$ cat src/hdl/ucsr_consts.vh
/*
  Register indices, bit positions and reset values of the UART control and status block.
  Assumes it is included by its bare name from the design file.
*/
`ifndef UCSR_CONSTS_VH
`define UCSR_CONSTS_VH

// Register indices on the 4-bit word address
`define UCSR_IDX_CTRL      4'h0
`define UCSR_IDX_TCTL      4'h1
`define UCSR_IDX_RCTL      4'h2
`define UCSR_IDX_MOD       4'h3
`define UCSR_IDX_BRLO      4'h4
`define UCSR_IDX_BRHI      4'h5
`define UCSR_IDX_RXBUF     4'h6
`define UCSR_IDX_TXBUF     4'h7
`define UCSR_IDX_ME1       4'h8
`define UCSR_IDX_ME2       4'h9
`define UCSR_IDX_FLAGS     4'hA

// Control register bits
`define UCSR_CTRL_SOFT_RESET_BIT    0
`define UCSR_CTRL_MM       1
`define UCSR_CTRL_CHAR8    4

// Transmit control bits
`define UCSR_TCTL_EMPTY    0
`define UCSR_TCTL_WAKE     2
`define UCSR_TCTL_SEDGE    3
`define UCSR_TCTL_SRC_LO   4
`define UCSR_TCTL_POL      6

// Receive control bits
`define UCSR_RCTL_ERR      0
`define UCSR_RCTL_WAKE     1
`define UCSR_RCTL_WIE      2
`define UCSR_RCTL_EIE      3
`define UCSR_RCTL_BRK      4
`define UCSR_RCTL_OE       5
`define UCSR_RCTL_PE       6
`define UCSR_RCTL_FE       7

// Module enable and flag bits
`define UCSR_ME1_TX0       7
`define UCSR_ME1_RX0       6
`define UCSR_ME2_TX1       5
`define UCSR_ME2_RX1       4
`define UCSR_FLG_TX        7
`define UCSR_FLG_RX        6

// Reset values
`define UCSR_RST_CTRL      8'h01
`define UCSR_RST_TCTL      8'h00
`define UCSR_RST_ZERO      8'h00

`endif

$ cat src/hdl/ucsr_top.v
/*
  UART control and status registers: Wishbone classic slave with 8-bit data, control
  outputs to a bit-timing engine and status inputs from it.
  Assumes the engine runs on CLK_I and gives one-cycle pulses; clock pins are asynchronous.
*/
// Our own choices: the Wishbone slave port and the address map.
`timescale 1ns/1ns
`include "ucsr_consts.vh"

// Contract
// - Soft reset bit holds transceiver in reset
// - Bit 6 inverts the external serial clock
// - Bits 5-4 pick the baud clock source
// - Bit 3 enables receive start-edge detect
// - Bit 2 marks next frame as address
// - Bit 0 reads transmitter empty
// - Sixteen-bit divider, software keeps it legal
// - Modulation byte drives baud modulation
// - Receive buffer read clears receive flags
// - Seven-bit mode clears receive buffer msb
// - Transmit buffer holds until taken into the shift register
// - Transmit buffer write clears transmit flag
// - Seven-bit mode clears transmit buffer msb
// - Enable one bit 7: channel zero transmitter
// - Enable one bit 6: channel zero receiver
// - Enable two bit 5: channel one transmitter
// - Enable two bit 4: channel one receiver
// - Other enable bits stored, not acted upon
// - Flags set on empty buffer, received char
module ucsr_top (
  // Clock and reset
  input  wire        CLK_I,
  input  wire        RESET_N_I,
  // Wishbone slave
  input  wire        CYC_I,
  input  wire        STB_I,
  input  wire        WE_I,
  input  wire [3:0]  ADR_I,
  input  wire [0:0]  SEL_I,
  input  wire [7:0]  DAT_I,
  output wire [7:0]  DAT_O,
  output wire        ACK_O,
  // Clock pins, asynchronous
  input  wire        SERIAL_CLK_PIN_I,
  input  wire        AUX_CLK_I,
  input  wire        SUBMAIN_CLK_I,
  // Transmit engine
  input  wire        TX_TAKE_I,
  input  wire        TX_BUSY_I,
  // Receive engine
  input  wire        RX_DONE_I,
  input  wire [7:0]  RX_DATA_I,
  input  wire        RX_FE_I,
  input  wire        RX_PE_I,
  input  wire        RX_BRK_I,
  input  wire        RX_ADDR_I,
  // Engine configuration
  output wire        SOFT_RESET_O,
  output wire        MULTIPROC_ADDR_O,
  output wire        CHAR8_O,
  output wire        START_EDGE_EN_O,
  output wire        TX_ADDR_MARK_O,
  output wire [15:0] BAUD_DIV_O,
  output wire [7:0]  BAUD_MOD_O,
  output wire        INT_SERIAL_CLK_O,
  output wire        BAUD_CLK_O,
  // Transmit data
  output wire [7:0]  TX_DATA_O,
  output wire        TX_VALID_O,
  // Flags and enables
  output wire        TX_FLAG_O,
  output wire        RX_FLAG_O,
  output wire        TX_EN_CH0_O,
  output wire        RX_EN_CH0_O,
  output wire        TX_EN_CH1_O,
  output wire        RX_EN_CH1_O
);

  // Register file
  reg  [7:0]  ctrl_r;
  reg  [7:0]  tctl_r;
  reg  [7:0]  rctl_r;
  reg  [7:0]  rctl_nxt;
  reg  [7:0]  mod_r;
  reg  [7:0]  brlo_r;
  reg  [7:0]  brhi_r;
  reg  [7:0]  rxbuf_r;
  reg  [7:0]  txbuf_r;
  reg  [7:0]  me1_r;
  reg  [7:0]  me2_r;
  reg         tx_full_r;
  reg         tx_flag_r;
  reg         rx_flag_r;
  reg         tx_flag_nxt;
  reg         rx_flag_nxt;
  reg         tx_full_nxt;
  // Bus side
  reg  [7:0]  dat_r;
  reg         ack_r;
  reg  [7:0]  rd_nxt;
  // Clock pins
  reg  [2:0]  sync1_r;
  reg  [2:0]  sync2_r;
  reg         int_clk_r;
  reg         baud_clk_r;

  wire        req;
  wire        wr;
  wire        rd;
  wire        soft_reset_bit;
  wire        char8;
  wire        rx_err;
  wire        rx_take;
  wire        tx_empty;
  wire [2:0]  clk_pins;

  // New request is the first cycle of cyc and stb, before ack
  assign req      = CYC_I & STB_I & ~ack_r;
  assign wr       = req & WE_I & SEL_I[0];
  assign rd       = req & ~WE_I;
  assign soft_reset_bit    = ctrl_r[`UCSR_CTRL_SOFT_RESET_BIT];
  assign char8    = ctrl_r[`UCSR_CTRL_CHAR8];
  assign rx_err   = RX_FE_I | RX_PE_I | RX_BRK_I;
  assign clk_pins = {SUBMAIN_CLK_I, AUX_CLK_I, SERIAL_CLK_PIN_I};

  // Address match, used by writes and by access side effects
  function hit;
    input [3:0] adr;
    input [3:0] idx;
    begin
      hit = (adr == idx);
    end
  endfunction

  // Receiver accepts characters only when enabled and out of soft reset
  assign rx_take  = RX_DONE_I & me1_r[`UCSR_ME1_RX0] & ~soft_reset_bit;

  // Shift register idle and buffer empty, or soft reset forces it
  assign tx_empty = (~TX_BUSY_I & ~tx_full_r) | soft_reset_bit;

  // Two-stage synchronisers for the three clock pins
  genvar g;
  generate
    for (g = 0; g < 3; g = g + 1) begin : g_sync
      always @(posedge CLK_I or negedge RESET_N_I) begin
        if (!RESET_N_I) begin
          sync1_r[g] <= 1'b0;
          sync2_r[g] <= 1'b0;
        end else begin
          sync1_r[g] <= clk_pins[g];
          sync2_r[g] <= sync1_r[g];
        end
      end
    end
  endgenerate

  // Polarity and source mux; sampled copies lag the pins by three cycles
  always @(posedge CLK_I or negedge RESET_N_I) begin
    if (!RESET_N_I) begin
      int_clk_r  <= 1'b0;
      baud_clk_r <= 1'b0;
    end else begin
      int_clk_r <= sync2_r[0] ^ tctl_r[`UCSR_TCTL_POL];
      case (tctl_r[`UCSR_TCTL_SRC_LO+1:`UCSR_TCTL_SRC_LO])
        2'b00:   baud_clk_r <= sync2_r[0] ^ tctl_r[`UCSR_TCTL_POL];
        2'b01:   baud_clk_r <= sync2_r[1];
        default: baud_clk_r <= sync2_r[2];
      endcase
    end
  end

  // Receive control next value: software write, then read clear, then hardware set
  always @* begin
    rctl_nxt    = rctl_r;
    rx_flag_nxt = rx_flag_r;
    if (wr && hit(ADR_I, `UCSR_IDX_RCTL)) begin
      rctl_nxt = DAT_I;
    end
    if (wr && hit(ADR_I, `UCSR_IDX_FLAGS)) begin
      rx_flag_nxt = DAT_I[`UCSR_FLG_RX];
    end
    // Buffer read clears error bits, wake bit and flag
    if (rd && hit(ADR_I, `UCSR_IDX_RXBUF)) begin
      rctl_nxt[`UCSR_RCTL_FE]   = 1'b0;
      rctl_nxt[`UCSR_RCTL_PE]   = 1'b0;
      rctl_nxt[`UCSR_RCTL_OE]   = 1'b0;
      rctl_nxt[`UCSR_RCTL_BRK]  = 1'b0;
      rctl_nxt[`UCSR_RCTL_WAKE] = 1'b0;
      rctl_nxt[`UCSR_RCTL_ERR]  = 1'b0;
      rx_flag_nxt               = 1'b0;
    end
    // A new character wins over a clear in the same cycle
    if (rx_take) begin
      if (RX_FE_I) begin
        rctl_nxt[`UCSR_RCTL_FE] = 1'b1;
      end
      if (RX_PE_I) begin
        rctl_nxt[`UCSR_RCTL_PE] = 1'b1;
      end
      if (RX_BRK_I) begin
        rctl_nxt[`UCSR_RCTL_BRK] = 1'b1;
      end
      if (rx_flag_r) begin
        rctl_nxt[`UCSR_RCTL_OE] = 1'b1;
      end
      if (rx_err || rx_flag_r) begin
        rctl_nxt[`UCSR_RCTL_ERR] = 1'b1;
      end
      rctl_nxt[`UCSR_RCTL_WAKE] = RX_ADDR_I;
      // Errored characters need the error enable, wake mode wants addresses
      if ((~rx_err | rctl_r[`UCSR_RCTL_EIE]) &&
          (~rctl_r[`UCSR_RCTL_WIE] | RX_ADDR_I)) begin
        rx_flag_nxt = 1'b1;
      end
    end
    // Soft reset holds FE, OE and the flag clear; PE, BRK and the enables survive
    if (soft_reset_bit) begin
      rctl_nxt[`UCSR_RCTL_FE]  = 1'b0;
      rctl_nxt[`UCSR_RCTL_OE]  = 1'b0;
      rx_flag_nxt              = 1'b0;
    end
  end

  // Transmit buffer and flag next value
  always @* begin
    tx_full_nxt = tx_full_r;
    tx_flag_nxt = tx_flag_r;
    if (wr && hit(ADR_I, `UCSR_IDX_FLAGS)) begin
      tx_flag_nxt = DAT_I[`UCSR_FLG_TX];
    end
    // Engine moved the character into the shift register
    if (TX_TAKE_I && tx_full_r) begin
      tx_full_nxt = 1'b0;
      tx_flag_nxt = 1'b1;
    end
    // A write refills the buffer; same-cycle take hands over the old byte
    if (wr && hit(ADR_I, `UCSR_IDX_TXBUF)) begin
      tx_full_nxt = 1'b1;
      tx_flag_nxt = 1'b0;
    end
    if (soft_reset_bit) begin
      tx_full_nxt = 1'b0;
      tx_flag_nxt = 1'b1;
    end
  end

  // Register writes
  always @(posedge CLK_I or negedge RESET_N_I) begin
    if (!RESET_N_I) begin
      ctrl_r    <= `UCSR_RST_CTRL;
      tctl_r    <= `UCSR_RST_TCTL;
      rctl_r    <= `UCSR_RST_ZERO;
      mod_r     <= `UCSR_RST_ZERO;
      brlo_r    <= `UCSR_RST_ZERO;
      brhi_r    <= `UCSR_RST_ZERO;
      txbuf_r   <= `UCSR_RST_ZERO;
      me1_r     <= `UCSR_RST_ZERO;
      me2_r     <= `UCSR_RST_ZERO;
      tx_full_r <= 1'b0;
      tx_flag_r <= 1'b1;
      rx_flag_r <= 1'b0;
    end else begin
      rctl_r    <= rctl_nxt;
      rx_flag_r <= rx_flag_nxt;
      tx_full_r <= tx_full_nxt;
      tx_flag_r <= tx_flag_nxt;
      if (wr && hit(ADR_I, `UCSR_IDX_CTRL)) begin
        ctrl_r <= DAT_I;
      end
      // Bit 0 of transmit control is live status, bits 7 and 1 unused
      if (wr && hit(ADR_I, `UCSR_IDX_TCTL)) begin
        tctl_r <= DAT_I & 8'h7C;
      end
      if (wr && hit(ADR_I, `UCSR_IDX_MOD)) begin
        mod_r <= DAT_I;
      end
      // Divider is not range checked; values below 3 are the user's problem
      if (wr && hit(ADR_I, `UCSR_IDX_BRLO)) begin
        brlo_r <= DAT_I;
      end
      if (wr && hit(ADR_I, `UCSR_IDX_BRHI)) begin
        brhi_r <= DAT_I;
      end
      if (wr && hit(ADR_I, `UCSR_IDX_TXBUF)) begin
        txbuf_r <= {DAT_I[7] & char8, DAT_I[6:0]};
      end
      // Whole byte stored so bits of other modules keep their value
      if (wr && hit(ADR_I, `UCSR_IDX_ME1)) begin
        me1_r <= DAT_I;
      end
      if (wr && hit(ADR_I, `UCSR_IDX_ME2)) begin
        me2_r <= DAT_I;
      end
    end
  end

  // Receive buffer load
  always @(posedge CLK_I or negedge RESET_N_I) begin
    if (!RESET_N_I) begin
      rxbuf_r <= `UCSR_RST_ZERO;
    end else if (rx_take) begin
      rxbuf_r <= {RX_DATA_I[7] & char8, RX_DATA_I[6:0]};
    end
  end

  // Read mux; unmapped indices read zero
  always @* begin
    case (ADR_I)
      `UCSR_IDX_CTRL:  rd_nxt = ctrl_r;
      `UCSR_IDX_TCTL:  rd_nxt = {tctl_r[7:1], tx_empty};
      `UCSR_IDX_RCTL:  rd_nxt = rctl_r;
      `UCSR_IDX_MOD:   rd_nxt = mod_r;
      `UCSR_IDX_BRLO:  rd_nxt = brlo_r;
      `UCSR_IDX_BRHI:  rd_nxt = brhi_r;
      `UCSR_IDX_RXBUF: rd_nxt = rxbuf_r;
      `UCSR_IDX_TXBUF: rd_nxt = txbuf_r;
      `UCSR_IDX_ME1:   rd_nxt = me1_r;
      `UCSR_IDX_ME2:   rd_nxt = me2_r;
      `UCSR_IDX_FLAGS: rd_nxt = {tx_flag_r, rx_flag_r, 6'h00};
      default:         rd_nxt = 8'h00;
    endcase
  end

  // One-cycle ack for every address, so a bad address never hangs the bus
  always @(posedge CLK_I or negedge RESET_N_I) begin
    if (!RESET_N_I) begin
      ack_r <= 1'b0;
      dat_r <= 8'h00;
    end else begin
      ack_r <= req;
      if (rd) begin
        dat_r <= rd_nxt;
      end
    end
  end

  // Outputs, all straight from flip-flops
  assign DAT_O            = dat_r;
  assign ACK_O            = ack_r;
  assign SOFT_RESET_O     = ctrl_r[`UCSR_CTRL_SOFT_RESET_BIT];
  assign MULTIPROC_ADDR_O = ctrl_r[`UCSR_CTRL_MM];
  assign CHAR8_O          = ctrl_r[`UCSR_CTRL_CHAR8];
  assign START_EDGE_EN_O  = tctl_r[`UCSR_TCTL_SEDGE];
  assign TX_ADDR_MARK_O   = tctl_r[`UCSR_TCTL_WAKE];
  assign BAUD_DIV_O       = {brhi_r, brlo_r};
  assign BAUD_MOD_O       = mod_r;
  assign INT_SERIAL_CLK_O = int_clk_r;
  assign BAUD_CLK_O       = baud_clk_r;
  assign TX_DATA_O        = txbuf_r;
  assign TX_VALID_O       = tx_full_r;
  assign TX_FLAG_O        = tx_flag_r;
  assign RX_FLAG_O        = rx_flag_r;
  assign TX_EN_CH0_O      = me1_r[`UCSR_ME1_TX0];
  assign RX_EN_CH0_O      = me1_r[`UCSR_ME1_RX0];
  assign TX_EN_CH1_O      = me2_r[`UCSR_ME2_TX1];
  assign RX_EN_CH1_O      = me2_r[`UCSR_ME2_RX1];

endmodule

$ cat config.mk
export PLATFORM = sky130hd
export DESIGN_NAME = ucsr_top
export DESIGN_NICKNAME = d
export VERILOG_FILES = /design/src/hdl/ucsr_top.v
export VERILOG_INCLUDE_DIRS = /design/src /design/src/hdl
export SDC_FILE = /design/constraint.sdc
export NUM_CORES = 1
export LEC_CHECK = 0
export BUFFER_PORTS_ARGS = -buffer_cell sky130_fd_sc_hd__buf_2
export CORE_AREA = 2 2 110 112
export CTS_BUF_LIST = sky130_fd_sc_hd__clkbuf_4 sky130_fd_sc_hd__clkbuf_8 sky130_fd_sc_hd__clkbuf_16
export CTS_CLUSTER_DIAMETER = 200
export DETAILED_ROUTE_END_ITERATION = 16
export DIE_AREA = 0 0 112 114
export GPL_TIMING_DRIVEN = 1
export PLACE_DENSITY = 0.67
export SYNTH_ARGS = -nofsm -noshare
export SYNTH_HDL_FRONTEND = slang
export SYNTH_SLANG_ARGS = --single-unit
export TNS_END_PERCENT = 5
$ cat constraint.sdc
create_clock -name CLK_I -period 3.9 [get_ports CLK_I]
set_input_delay 0.195 -clock CLK_I [delete_from_list [all_inputs] [get_ports CLK_I]]
set_output_delay 0.195 -clock CLK_I [all_outputs]
set_load 0.03 [all_outputs]
Yosys cells after proc, flatten, opt, wreduce, memory -nomap -nowiden. Index checks and enable logic that the tools add are counted.

Output and inout port bits: 55. Logic and storage cells: 104. Bits of input ports: 36. Flip-flop bits (word level): 97.

Equality and inequality tests: 11. Reductions and logical operators: 19. Mux-type cells: 26. Bitwise gates (word level): 23.

Operator list (count): case mux 8 bit (11 select lines) (1); two-way mux 1 bit (19); == test 4 x 3 -> 1 bit (second input constant) (4); logical AND 1 bit (13); == test 4 bit (second input constant) (3); bitwise AND 1 bit (10); == test 4 x 2 -> 1 bit (second input constant) (2); two-way mux 4 bit (2); two-way mux 8 bit (1); NOT 1 bit (7); nonzero test 3 bit (2); bitwise OR 1 bit (5); == test 4 x 1 -> 1 bit (second input constant) (1); zero test 4 bit (1); two-way mux 2 bit (2); nonzero test 4 bit (1); == test 2 x 1 -> 1 bit (second input constant) (1); zero test 2 bit (1); case mux 1 bit (2 select lines) (1); logical OR 1 bit (1); bitwise XOR 1 bit (1).

Depth between registers and ports, before layout.
Word-level depth: 10. Mapped depth: 7. Depth with buffers taken out: 5.

Worst setup path before layout. OpenSTA, ideal clock, no wires.

Path kind: register to register. From: reg ack_r (netlist: ACK_O). To: reg txbuf_r[0] (netlist: TX_DATA_O[0]). Period minus slack after synthesis: 1.856 ns. Stages on the path, launching flop included: 6. Required time: 3.775 ns. Library setup time: 0.125 ns. Path buffers: 1. Path slack: 2.044 ns. Data arrival time: 1.731 ns. Cells stage by stage: dfrtp_1 and3b_1 buf_2 nand4_2 nor2_2 mux2_2.

Cells in the longest elaborated chain, start to end: 5.

RTL lines: start, declared (RTL line ucsr_top.v:99) `reg ack_r;`; start signal, assigned (RTL line ucsr_top.v:330) `ack_r <= req;`; NOT 1 bit (RTL line ucsr_top.v:118) `assign req = CYC_I & STB_I & ~ack_r;`; bitwise AND 1 bit (RTL line ucsr_top.v:118); net req (RTL line ucsr_top.v:107) `wire req;`; bitwise AND 1 bit (2 in series) (RTL line ucsr_top.v:119) `assign wr = req & WE_I & SEL_I[0];`; logical AND 1 bit (RTL line ucsr_top.v:284) `` if (wr && hit(ADR_I, `UCSR_IDX_TXBUF)) begin ``; end signal, assigned (RTL line ucsr_top.v:256) `` txbuf_r <= `UCSR_RST_ZERO; ``; end signal, assigned (RTL line ucsr_top.v:285) `txbuf_r <= {DAT_I[7] & char8, DAT_I[6:0]};`; end, declared (RTL line ucsr_top.v:88) `reg [7:0] txbuf_r;`.

The timed path passes the listed nets, and every way through them passes these cells. A chain may end at the register's enable or synchronous reset.

Worst setup path in the final report.
From: in ADR_I[2]. To: reg txbuf_r[1] (netlist: TX_DATA_O[1]).

Cells in the longest elaborated chain, start to end: 2.

RTL lines: start, declared (RTL line ucsr_top.v:38) `input wire [3:0] ADR_I,`; == test 4 x 3 -> 1 bit (RTL line ucsr_top.v:131) `hit = (adr == idx);`; logical AND 1 bit (RTL line ucsr_top.v:284).

No other way between the ends.

==> flow_metrics.tcl <==
set metrics [dict create \
    yosysWarnings 0 \
    dieArea_um2 12800 \
    final.fill_count 1116 \
    tightest_slew_ns 0.890 \
    power_density_nw_per_um2 466 \
    overflow 0 \
    crit_cells 5 \
    place_hpwl_um 9390 \
    clockRootBuffer "clkbuf_16" \
    swShare_pct 30.1 \
    required_ns 4.13 \
    status "complete, no violations" \
    row_count 40 \
    p_clk_share_pct 35.3 \
    die_x_um 112 \
    cp_num_buf_inv 1 \
    ioPinCount 91 \
    grt_max_degree 67 \
    route.detailed.drc 0 \
    use_met3_pct 5.15 \
    grt_pass1_vias 3615 \
    vias_per_cell 5.74 \
    fp.coreArea_um2 11700 \
    crit_family "simple AND/OR/NAND/NOR gates" \
    ant_nets 0 \
    ctsResizeCount 0 \
    syn_nets 418 \
    criticalPathCategory "in -> reg" \
    r2r_end "DAT_O[5]" \
    ys_top_cells_by_area "dfrtp_1 52%, mux2_2 16%, nand2_1 3.3%, mux2i_1 2.9%, a22o_1 1.7%" \
    synth_edf_count 0 \
    drv_cap 0 \
    fin_skew_ns 0.00857 \
    crit_chain "buf_2 > nor2b_1 > nand4_2 > nor2_2 > mux2_2" \
    rr_startpoint "ACK_O" \
    timing.hold.ws_ns 0.0411 \
    drtIter0Drc 264 \
    area_delta_synth_final_pct 19.8 \
    grt_pass1_wl_um 21000 \
    p_switching_mw 0.763 \
    hp-class "in -> reg" \
    layout.nets 505 \
    synth_ff_type "dfrtp_1" \
    relSlewSlack_pct 40.5 \
    vias 3566 \
    synth_common_cells "95 x dfrtp_1, 64 x mux2_2, 40 x nand2_1" \
    clk_latency_ns 0.35 \
    path_clk_slew_ns 0.07 \
    place_congestion 0.890 \
    ys_types 46 \
    reg2reg_slack_ns 1.67 \
    use_met1_pct 29.8 \
    dpl_worst_slack_ns 1.26 \
    cts_tree "yes" \
    cpPeakStageDelay_ns 0.71 \
    hold_viol_final 0 \
    dr.pass1.iters 4 \
    wl_per_cell_um 21.3 \
    ir_drop_mv 0.273 \
    worst_slack_ns 1.57 \
    initial_core_util_pct 38.8 \
    fin_cells 621 \
    synth_top_cell_by_area "dfrtp_1" \
    fmax_mhz 429 \
    setup.worst_path.end "TX_DATA_O[1]" \
    wl_um 13200 \
    antenna_found_initial 0 \
    p_seq_share_pct 48.4 \
    cp_max_fo 27 \
    clockBufferDepth 2 \
    synth_top_area_share_pct 52.3 \
    rsz0062_at_grt "false" \
    top_usage_layer "met2" \
    p_int_mw 1.77 \
    period_share_pct 59.8 \
    grt_usage_pct 21.6 \
    cts_htree_levels 3 \
    combPwrFrac_pct 16.4 \
    period_needed_ns 2.33 \
    place.detailed.instances 601 \
    ys_seq_elements 97 \
    layout-drive-gt1-share_pct 39.5 \
    critPathCaptureType "flop" \
    diodes 0 \
    yosysMostFrequentCell "dfrtp_1" \
    start_kind "input port" \
    ys_seq_area_share_pct 53.4 \
    finalMaxSlewViolations 0 \
    postCtsSetupRepairBufs 0 \
    syn-cell-area_um2 4550 \
    async_flop_share_pct 100 \
    critical_path_arrival_ns 2.56 \
    clkSinkCount 97 \
    finalSetupViolCount 0 \
    cp-startpoint "ADR_I[2]" \
    syn_inst 382 \
    cts_inserted_buffers 9 \
    leakage_nw 2.62 \
    use_met2_pct 33.3 \
    die_h_um 114 \
    io_buffer_count 90 \
    worst_r2r_path_depth 5 \
    cp_slowest_cell "nor2b_1" \
    setup_tns_ns 0 \
    avgSynthCellArea_um2 11.9 \
]
## kinds of logic after synthesis
group	count (synthesis)	share of synthesized area (%)
simple gates	107	13.4
flops	97	53.4
compound gates	77	11.9
mux	77	18.7
buf+inv	23	2.31
xor+xnor	1	0.193
## power groups by stage
stage	combinational (mW)	sequential, mW	clock, mW
after floorplan	0.175	1.29	0
after global placement	0.405	1.24	0
after detailed placement	0.413	1.24	0
after CTS	0.418	1.23	0.920
after global routing	0.452	1.24	0.970
final	0.415	1.23	0.895
## layout by cell type (no fill, tap or decap), types with 5 or more instances in the layout
| cell type | synthesis | routed |
|---|---|---|
| a211oi_1 | 5 | 5 |
| nand3_1 | 11 | 11 |
| a22o_1 | 9 | 9 |
| clkbuf_16 | 0 | 9 |
| mux2_2 | 64 | 64 |
| nor2_2 | 5 | 5 |
| nor2_1 | 12 | 12 |
| nand2b_1 | 5 | 5 |
| a22oi_1 | 9 | 9 |
| o21ai_0 | 11 | 11 |
| buf_2 | 6 | 89 |
| a21oi_1 | 15 | 15 |
| dfrtp_1 | 95 | 95 |
| nor2b_1 | 6 | 6 |
| mux2i_1 | 13 | 13 |
| nand2_1 | 40 | 40 |
| nand3b_1 | 6 | 6 |
## state kept, by name, summed over array words and instances, names as in the netlist, 5 cells and up
| register | cells |
|---|---|
| BAUD_MOD_O | 8 |
| DAT_O | 8 |
| TX_DATA_O | 8 |
| brhi_r | 8 |
| brlo_r | 8 |
| ctrl_r | 8 |
| me1_r | 8 |
| me2_r | 8 |
| rctl_r | 8 |
| rxbuf_r | 8 |
| tctl_r | 5 |
## cell type report
cell class | count | area [um2] | area share (%)
sequential | 97 | 2430 | 44.6
clock inverter | 7 | 78.8 | 1.45
multi-input combinational | 262 | 2010 | 37.0
timing repair buffer | 95 | 500 | 9.19
inverter | 4 | 15.0 | 0.276
clock buffer | 9 | 225 | 4.14
tap | 147 | 184 | 3.38
## per-stage QoR
stage | cell area [um2] | power (mW) | utilization (%)
floorplan | 4550 | 1.47 | -
global placement | 5100 | 1.65 | 43.6
detailed placement | 5100 | 1.66 | 43.6
CTS | 5450 | 2.56 | 46.5
global route | 5450 | 2.66 | 46.5
finish | 5450 | 2.54 | 46.5
## what timing repair did
| action | in CTS | in global routing |
|---|---|---|
| endpoints found under the hold margin | 67 | 0 |
| setup endpoints to repair | 0 | 0 |
| hold buffers | 4 | 0 |
## worst register-to-register path, stage by stage, from the launching register on
cell and delay (ns):
dfrtp_1 0.37, and3b_1 0.40, nand2b_1 0.43, nor2_1 0.61, inv_1 0.12, o221ai_1 0.22
## per-layer routing
metal,vias up,share of wire [%]
li1,1594,-
met1,1807,43
met2,139,46
met3,26,7.4
met4,0,2.7
met5,-,0
## how the worst min path moves through the flow
stage	end	start	slack (ns)	depth (start not counted)
final	rxbuf_r[4]	RX_DATA_I[4]	0.04	3
after global routing	rxbuf_r[2]	RX_DATA_I[2]	0.04	3
after CTS	rxbuf_r[2]	RX_DATA_I[2]	0.03	3
after detailed placement	sync1_r[0]	SERIAL_CLK_PIN_I	0.30	1
after global placement	sync1_r[0]	SERIAL_CLK_PIN_I	0.30	1
after floorplan	ACK_O	RESET_N_I	-0.10	0
Note: power is estimated with default switching activity, not from simulation.
